$ cat config.mk
export PLATFORM = sky130hd
export DESIGN_NAME = bkq_qualifier
export DESIGN_NICKNAME = d
export VERILOG_FILES = /design/src/bkq_pkg.sv /design/src/bkq_cmp_if.sv /design/src/bkq_matcher.sv /design/src/bkq_qualifier.sv
export VERILOG_INCLUDE_DIRS = /design/src
export SDC_FILE = /design/constraint.sdc
export NUM_CORES = 1
export LEC_CHECK = 0
export BUFFER_PORTS_ARGS = -buffer_cell sky130_fd_sc_hd__buf_2
export CELL_PAD_IN_SITES_DETAIL_PLACEMENT = 2
export CELL_PAD_IN_SITES_GLOBAL_PLACEMENT = 2
export CORE_ASPECT_RATIO = 0.7
export CORE_UTILIZATION = 40
export DETAILED_ROUTE_END_ITERATION = 8
export GPL_ROUTABILITY_DRIVEN = 0
export GPL_TIMING_DRIVEN = 0
export PLACE_DENSITY_LB_ADDON = 0.1
export SYNTH_ARGS = -nofsm -noshare
export SYNTH_HDL_FRONTEND = slang
export SYNTH_HIERARCHICAL = 1
export SYNTH_SLANG_ARGS = --single-unit
$ cat constraint.sdc
create_clock -name sys_clk -period 3.5 [get_ports sys_clk]
set_input_delay 0.35 -clock sys_clk [delete_from_list [all_inputs] [get_ports sys_clk]]
set_output_delay 0.35 -clock sys_clk [all_outputs]
set_load 0.02 [all_outputs]
$ cat src/bkq_consts.svh
// Offsets, field positions, reset value and page bit position for the breakpoint match qualifier.
`ifndef BKQ_CONSTS_SVH
`define BKQ_CONSTS_SVH
`define BKQ_OFF_MASK_RW 4'h0
`define BKQ_OFF_MODE 4'h1
`define BKQ_OFF_A_EXT 4'h2
`define BKQ_OFF_A_HIGH 4'h3
`define BKQ_OFF_A_LOW 4'h4
`define BKQ_OFF_B_EXT 4'h5
`define BKQ_OFF_B_HIGH 4'h6
`define BKQ_OFF_B_LOW 4'h7
`define BKQ_OFF_STATUS 4'h8
`define BKQ_BIT_AMH 7
`define BKQ_BIT_AML 6
`define BKQ_BIT_BMH 5
`define BKQ_BIT_BML 4
`define BKQ_BIT_A_DIR_EN 3
`define BKQ_BIT_A_DIR 2
`define BKQ_BIT_B_DIR_EN 1
`define BKQ_BIT_B_DIR 0
`define BKQ_BIT_MODE_BKP 1
`define BKQ_BIT_MODE_FULL 0
`define BKQ_RST_REG 8'h00
`define BKQ_PAGE_LSB 14
`endif

$ cat src/bkq_pkg.sv
// Types shared by the breakpoint match qualifier.
package bkq_pkg;
  typedef logic [7:0] bkq_byte_t;
  typedef logic [3:0] bkq_addr_t;
  typedef logic [15:0] bkq_word_t;
  typedef logic [5:0] bkq_page_t;
  // One comparator's settings as seen by the matcher.
  typedef struct packed {
    logic [5:0] ext;
    logic [15:0] value;
    logic maskHigh;
    logic maskLow;
    logic dirEn;
    logic dirVal;
    logic dataMode;
  } bkq_cmp_cfg_t;
endpackage

$ cat src/bkq_cmp_if.sv
// Carrier between the register file and one comparator matcher.
`timescale 1ns/1ps
interface bkq_cmp_if;
  import bkq_pkg::*;
  bkq_cmp_cfg_t cfg;
  logic hit;
  modport ctrl (output cfg, input hit);
  modport cmp (input cfg, output hit);
endinterface

$ cat src/bkq_matcher.sv
// One comparator: masked address or data compare with direction qualification.
`timescale 1ns/1ps
module bkq_matcher (
  input wire logic sys_clk, // Core bus clock.
  input wire logic rst_n, // Asynchronous reset, active low.
  bkq_cmp_if.cmp link, // Settings in, match out.
  input wire logic [15:0] busAddr, // Core address bus.
  input wire logic [15:0] busData, // Core data bus.
  input wire logic [5:0] progPage, // Selected program page bits.
  input wire logic pageAccess, // A program page is accessed.
  input wire logic busValid, // A bus access happens this cycle.
  input wire logic busRead // High on read, low on write.
);
  import bkq_pkg::*;
  typedef struct packed {
    logic hit;
  } bkq_mstate_t;
  bkq_mstate_t state_r;
  bkq_mstate_t state_nxt;
  logic extOk;
  logic highOk;
  logic lowOk;
  logic useHigh;
  logic useLow;
  logic dirOk;
  bkq_word_t probe;

  // Field compares; paged accesses swap the top address bits for page bits.
  always_comb begin
    probe = link.cfg.dataMode ? busData : busAddr;
    useHigh = 1'b1;
    useLow = 1'b1;
    extOk = 1'b1;
    if (link.cfg.dataMode) begin
      useHigh = !link.cfg.maskHigh;
      useLow = !link.cfg.maskLow;
      extOk = 1'b1;
    end else begin
      useLow = !link.cfg.maskLow;
      useHigh = !(link.cfg.maskHigh && link.cfg.maskLow);
      extOk = !pageAccess || (link.cfg.ext == progPage);
    end
    lowOk = !useLow || (probe[7:0] == link.cfg.value[7:0]);
    if (!useHigh) begin
      highOk = 1'b1;
    end else if (pageAccess && !link.cfg.dataMode) begin
      highOk = probe[13:8] == link.cfg.value[13:8];
    end else begin
      highOk = probe[15:8] == link.cfg.value[15:8];
    end
    dirOk = !link.cfg.dirEn || (busRead == link.cfg.dirVal);
  end

  // all fields agree in one access
  always_comb begin
    state_nxt.hit = busValid && extOk && highOk && lowOk && dirOk;
  end

  always_ff @(posedge sys_clk or negedge rst_n) begin
    if (!rst_n) begin
      state_r <= '0;
    end else begin
      state_r <= state_nxt;
    end
  end

  assign link.hit = state_r.hit;

  property p_dir_blocks;
    @(posedge sys_clk) disable iff (!rst_n)
      (busValid && link.cfg.dirEn && (busRead != link.cfg.dirVal)) |=> !link.hit;
  endproperty
  a_dir_blocks: assert property (p_dir_blocks) else $error("Wrong direction matched.");
  property p_no_access;
    @(posedge sys_clk) disable iff (!rst_n) !busValid |=> !link.hit;
  endproperty
  a_no_access: assert property (p_no_access) else $error("Match without access.");
  property p_page_ext;
    @(posedge sys_clk) disable iff (!rst_n)
      (busValid && !link.cfg.dataMode && pageAccess && link.cfg.ext != progPage) |=> !link.hit;
  endproperty
  a_page_ext: assert property (p_page_ext) else $error("Page mismatch matched.");
  property p_low_byte;
    @(posedge sys_clk) disable iff (!rst_n)
      (busValid && !link.cfg.maskLow && probe[7:0] != link.cfg.value[7:0]) |=> !link.hit;
  endproperty
  a_low_byte: assert property (p_low_byte) else $error("Low byte mismatch matched.");
  property p_full_data;
    @(posedge sys_clk) disable iff (!rst_n)
      (busValid && link.cfg.dataMode && !link.cfg.maskHigh
       && busData[15:8] != link.cfg.value[15:8]) |=> !link.hit;
  endproperty
  a_full_data: assert property (p_full_data) else $error("Data high mismatch matched.");
  property p_unpaged16;
    @(posedge sys_clk) disable iff (!rst_n)
      (busValid && !link.cfg.dataMode && !pageAccess && !link.cfg.maskHigh
       && busAddr[15:14] != link.cfg.value[15:14]) |=> !link.hit;
  endproperty
  a_unpaged16: assert property (p_unpaged16) else $error("16-bit compare missed bits.");
  property p_range16k;
    @(posedge sys_clk) disable iff (!rst_n)
      (busValid && !link.cfg.dataMode && link.cfg.maskHigh && link.cfg.maskLow && pageAccess
       && link.cfg.ext == progPage && !link.cfg.dirEn) |=> link.hit;
  endproperty
  a_range16k: assert property (p_range16k) else $error("Page range did not match.");
endmodule

$ cat src/bkq_qualifier.sv
// Breakpoint A/B match qualifier: control register, compare values and two matchers.
// Operation
// - Bits 7:6 may mask comparator A high and/or low address bytes.
// - Paged full compare: six page bits plus address 13:0.
// - Unpaged full compare: sixteen bits against address 15:0, extended ignored.
// - Mask 1:0 acts as full compare, high mask bit ignored.
// - Mask 0:1 compares page and high byte, 256-byte range.
// - Mask 1:1 compares only page bits, 16K-byte page range.
// - Extended bits join address compares only on program page accesses.
// - In dual mode bits 5:4 mask comparator B like comparator A.
// - In full mode bits 5:4 select which data bytes compare.
// - In full mode comparator B extended bits are never used.
// - Bit 3 enables direction qualification for comparator A.
// - Bit 2 picks A direction: 0 write, 1 read.
// - Bit 1 enables direction qualification for comparator B.
// - Bit 0 picks B direction: 0 write, 1 read.
// - In full mode comparator B direction bits are ignored.
// - In debug mode comparator A mask bits are forced to zero.
// - Full mode: A matches address, B data; dual: both address.
`timescale 1ns/1ps
`include "bkq_consts.svh"
module bkq_qualifier (
  input wire logic sys_clk, // Core bus clock, 20 MHz.
  input wire logic rst_n, // Asynchronous reset, active low.
  input wire bkq_pkg::bkq_addr_t regAddr, // Register index.
  input wire bkq_pkg::bkq_byte_t regWdata, // Register write data.
  input wire logic regWr, // Write strobe.
  input wire logic regRd, // Read strobe.
  output logic [7:0] regRdata, // Read data, one cycle after the strobe.
  input wire logic [15:0] busAddr, // Core address bus.
  input wire logic [15:0] busData, // Core data bus.
  input wire logic [5:0] progPage, // Program page select bits.
  input wire logic pageAccess, // Access falls in the paged window.
  input wire logic busValid, // Bus access this cycle.
  input wire logic busRead, // High on read, low on write.
  output logic matchA, // Comparator A match, registered.
  output logic matchB // Comparator B match, registered.
);
  import bkq_pkg::*;

  typedef struct packed {
    bkq_byte_t ctrl;
    logic bkpMode;
    logic fullMode;
    bkq_page_t aExt;
    bkq_word_t aVal;
    bkq_page_t bExt;
    bkq_word_t bVal;
    bkq_byte_t rdata;
    logic matchA;
    logic matchB;
  } bkq_state_t;

  bkq_state_t state_r;
  bkq_state_t state_nxt;
  bkq_cmp_if cmpA ();
  bkq_cmp_if cmpB ();

  // Read mux shared by the bus path.
  function automatic bkq_byte_t readReg(input bkq_state_t s, input bkq_addr_t a);
    bkq_byte_t v;
    v = 8'h00;
    case (a)
      `BKQ_OFF_MASK_RW: v = s.ctrl;
      `BKQ_OFF_MODE: v = {6'h00, s.bkpMode, s.fullMode};
      `BKQ_OFF_A_EXT: v = {2'b00, s.aExt};
      `BKQ_OFF_A_HIGH: v = s.aVal[15:8];
      `BKQ_OFF_A_LOW: v = s.aVal[7:0];
      `BKQ_OFF_B_EXT: v = {2'b00, s.bExt};
      `BKQ_OFF_B_HIGH: v = s.bVal[15:8];
      `BKQ_OFF_B_LOW: v = s.bVal[7:0];
      `BKQ_OFF_STATUS: v = {6'h00, s.matchB, s.matchA};
      default: v = 8'h00;
    endcase
    return v;
  endfunction

  // Register writes; unmapped writes are dropped and unmapped reads give zero.
  always_comb begin
    state_nxt = state_r;
    state_nxt.matchA = cmpA.hit;
    state_nxt.matchB = cmpB.hit;
    if (regRd) begin
      state_nxt.rdata = readReg(state_r, regAddr);
    end
    if (regWr) begin
      case (regAddr)
        `BKQ_OFF_MASK_RW: state_nxt.ctrl = regWdata;
        `BKQ_OFF_MODE: begin
          state_nxt.bkpMode = regWdata[`BKQ_BIT_MODE_BKP];
          state_nxt.fullMode = regWdata[`BKQ_BIT_MODE_FULL];
        end
        `BKQ_OFF_A_EXT: state_nxt.aExt = regWdata[5:0];
        `BKQ_OFF_A_HIGH: state_nxt.aVal[15:8] = regWdata;
        `BKQ_OFF_A_LOW: state_nxt.aVal[7:0] = regWdata;
        `BKQ_OFF_B_EXT: state_nxt.bExt = regWdata[5:0];
        `BKQ_OFF_B_HIGH: state_nxt.bVal[15:8] = regWdata;
        `BKQ_OFF_B_LOW: state_nxt.bVal[7:0] = regWdata;
        default: state_nxt.ctrl = state_r.ctrl;
      endcase
    end
  end

  // Comparator A settings; debug mode clears its byte masks.
  always_comb begin
    cmpA.cfg.ext = state_r.aExt;
    cmpA.cfg.value = state_r.aVal;
    cmpA.cfg.maskHigh = state_r.bkpMode && state_r.ctrl[`BKQ_BIT_AMH];
    cmpA.cfg.maskLow = state_r.bkpMode && state_r.ctrl[`BKQ_BIT_AML];
    cmpA.cfg.dirEn = state_r.ctrl[`BKQ_BIT_A_DIR_EN];
    cmpA.cfg.dirVal = state_r.ctrl[`BKQ_BIT_A_DIR];
    cmpA.cfg.dataMode = 1'b0;
  end

  // Comparator B settings; full mode turns it into the data comparator.
  always_comb begin
    cmpB.cfg.ext = state_r.bExt;
    cmpB.cfg.value = state_r.bVal;
    cmpB.cfg.maskHigh = state_r.ctrl[`BKQ_BIT_BMH];
    cmpB.cfg.maskLow = state_r.ctrl[`BKQ_BIT_BML];
    cmpB.cfg.dirEn = !state_r.fullMode && state_r.ctrl[`BKQ_BIT_B_DIR_EN];
    cmpB.cfg.dirVal = state_r.ctrl[`BKQ_BIT_B_DIR];
    cmpB.cfg.dataMode = state_r.fullMode;
  end

  bkq_matcher uMatchA (
    .sys_clk(sys_clk),
    .rst_n(rst_n),
    .link(cmpA.cmp),
    .busAddr(busAddr),
    .busData(busData),
    .progPage(progPage),
    .pageAccess(pageAccess),
    .busValid(busValid),
    .busRead(busRead)
  );

  bkq_matcher uMatchB (
    .sys_clk(sys_clk),
    .rst_n(rst_n),
    .link(cmpB.cmp),
    .busAddr(busAddr),
    .busData(busData),
    .progPage(progPage),
    .pageAccess(pageAccess),
    .busValid(busValid),
    .busRead(busRead)
  );

  // The outputs add one stage after the matchers so each comes straight from a flop.
  always_ff @(posedge sys_clk or negedge rst_n) begin
    if (!rst_n) begin
      state_r <= '0;
      state_r.ctrl <= `BKQ_RST_REG;
    end else begin
      state_r <= state_nxt;
    end
  end

  assign regRdata = state_r.rdata;
  assign matchA = state_r.matchA;
  assign matchB = state_r.matchB;

  property p_full_ignores_bdir;
    @(posedge sys_clk) disable iff (!rst_n) state_r.fullMode |-> !cmpB.cfg.dirEn;
  endproperty
  a_full_ignores_bdir: assert property (p_full_ignores_bdir) else $error("B direction used.");
  property p_dbg_masks;
    @(posedge sys_clk) disable iff (!rst_n)
      !state_r.bkpMode |-> !cmpA.cfg.maskHigh && !cmpA.cfg.maskLow;
  endproperty
  a_dbg_masks: assert property (p_dbg_masks) else $error("A masks not forced.");
  property p_match_pipe;
    @(posedge sys_clk) disable iff (!rst_n) cmpA.hit |=> matchA;
  endproperty
  a_match_pipe: assert property (p_match_pipe) else $error("Match A lost.");
endmodule

==> results.cfg <==
[yosys]
ys_async_sr_fraction = 1.00
synth-simple-area-share = 0.0858
ys_warn_count = 6
synth.area.top_cells = dfrtp_1, mux2_2, mux2i_1, xnor2_1, xor2_1
synth_adder_area_share = 0
syn-num-nets = 398
synth_cell_types = 45
synth_xor_area_frac = 0.101
synth_ff_type = dfrtp_1
yosys_register_bits = 66
synth.avg_cell_area_um2 = 11.7
yosysTopAreaCell = dfrtp_1
synth_area_mm2 = 0.00400
syn-instance-count = 341
synthMuxAreaShare = 0.267
seq_area_frac_synth = 0.413
synth_top_family_by_area = multiplexers
synth_edf_count = 0
synth_compound_area_frac = 0.0845
yosys.area.top_type_share = 0.413

[clocking]
cts_buffers = 9
cts_setup_buffers = 0
cts_resized = 0
cts.path.max_buffers = 2
clock_latency_ps = 340
cts_root_buf = clkbuf_16
cts_hold_buf = 0
htree_levels = 3
clkTransAtPathRegs_ps = 50
clock_sinks = 66
cts_tree = built

[placement]
post-dp-hpwl_mm = 10.3
io_buffer_count = 64

[sta]
hold_viol = 0
relSlewSlack = 0.406
slew_violations = 0
setup-violations-final = 0
worstMarginPinSlew_ps = 891
finClkSkew_ps = 5.41
timing.final.crit_share = 0.603
rsz0062_at_grt = no
min_period_ps = 2110
whs_ps = 129
setup_tns_ps = 0
clock.fmax_ghz = 0.474

[grt]
grt_pass1_wl_mm = 20.8
gr-total-overflow = 0
grt_max_degree = 67
antenna_found_initial = 0
grt_usage = 0.281
grt_pass1_vias = 3353

[worst_setup_path]
cpMaxStageDelayCell = nor4_1
critical_path_class = register to register
critPathMaxFanout = 9
r2r-end = uMatchB/link.hit
timing.rr.start = cmpB.cfg[0]
r2r_slack_ps = 1390
worstPathRequired_ps = 3730
crit_chain = buf_6 -> mux2i_1 -> xnor2_1 -> nor4_1 -> nand4_1 -> a2111oi_2
cp_data_arrival_time_ps = 2340
start_kind = register
end_kind = register
ff2ff_path_depth = 6
max_stage_delay_ps = 450

[drt]
routedWlPerCell_um = 24.4
drc = 0
via_per_inst = 5.58
wirelength_mm = 13.4
vias = 3064
antenna_left = 0
firstDrtPassIters = 4
drt-initial-drc-count = 190

[worst_hold_path]
min-delay-path-class = primary input to asynchronous set/reset pin

[pwr]
power.density_mw_per_mm2 = 564
ir_drop_v = 0.000429
p_leak_nw = 2.14

[run_status]
outcome = complete, no violations

[final_layout]
syn_to_final_growth_pct = 19.2
antenna_cells = 0
final_common_cell = buf_2
drive_gt1_frac = 0.399
layout_common_cells = buf_2, dfrtp_1, mux2_2
finalNetCount = 473

[floorplanning]
die_w_um = 121
start_util = 0.413
io_pins = 67
die_h_um = 85.6
die_area_mm2 = 0.0104
rows = 30
core_mm2 = 0.00968

[run]
maxCapViolations = 0
-- synthesized netlist by cell type, types with 6 or more instances --
library cell / instances
mux2_2: 58
nor2b_1: 6
a21oi_1: 6
nand3_1: 6
dfrtp_1: 66
nand2_1: 13
nor4_1: 8
a22oi_1: 6
o21ai_0: 8
mux2i_1: 37
buf_4: 11
xnor2_1: 32
buf_2: 7
xor2_1: 14
-- power by group --
| part | leakage (nW) | internal (mW) | total [mW] | switching [mW] |
|---|---|---|---|---|
| clock | 0.143 | 0.535 | 0.862 | 0.327 |
| combinational | 1.17 | 0.376 | 0.724 | 0.348 |
| sequential | 0.825 | 0.922 | 1.10 | 0.179 |
| total | 2.14 | 1.83 | 2.69 | 0.854 |
-- how the worst max path moves through the flow --
stage	startpoint	end	slack, ps	depth (start not counted)
after floorplan	cmpB.cfg[0]	uMatchB/link.hit	1910	6
after global placement	regAddr[1]	cmpA.cfg[1]	1420	5
after detailed placement	regAddr[1]	cmpB.cfg[4]	1390	5
after CTS	cmpB.cfg[0]	uMatchB/link.hit	1400	6
after global routing	cmpB.cfg[0]	uMatchB/link.hit	1260	7
final	cmpB.cfg[0]	uMatchB/link.hit	1390	6
-- routing by layer --
metal | GRT usage | share of wire
met2 | 0.461 | 0.48
met3 | 0.0738 | 0.054
met5 | 0 | 0
met4 | 0.0786 | 0.015
met1 | 0.367 | 0.45
-- final cells by class --
type	instances	area (um^2)
fillers	1006	4920
multi-input cells	248	2160
flip-flops and latches	66	1650
repair buffers	64	323
clock buffers	14	274
plain buffers	23	174
well taps	128	160
inverters	4	15.0
clock inverters	2	10.0
-- flip-flops by register name (all words and copies together) (netlist names) --
name              flops
cmpB.cfg             26
uMatchA/link.hit      1
matchA                1
cmpA.cfg             24
matchB                1
uMatchB/link.hit      1
state_r               4
regRdata              8
-- critical path, delay by kind of cell, from the launching register on --
| kind | cells | cell delay [ps] |
|---|---|---|
| and+or+nand+nor | 2 | 630 |
| AOI/OAI and AO/OA | 1 | 320 |
| xor gates and xnor gates | 1 | 120 |
| buffers and inverters | 1 | 220 |
| DFF | 1 | 410 |
| muxes | 1 | 300 |
-- cell families after synthesis --
group                     count (synthesis)
AOI/OAI and AO/OA                        45
xor gates and xnor gates                 46
DFF                                      66
buffers and inverters                    27
muxes                                    97
other                                     1
and+or+nand+nor                          59
-- stage by stage --
stage	power (mW)	instances	cell area, um^2	util	setup slack, ps
CTS	2.70	549	4760	0.492	1400
global route	2.81	549	4760	0.492	1260
floorplan	1.55	341	4000	-	1910
detailed placement	1.83	533	4480	0.463	1390
global placement	1.78	533	4480	0.462	1420
finish	2.69	549	4760	0.492	1390
No activity file was read; power rests on OpenSTA's default activity.
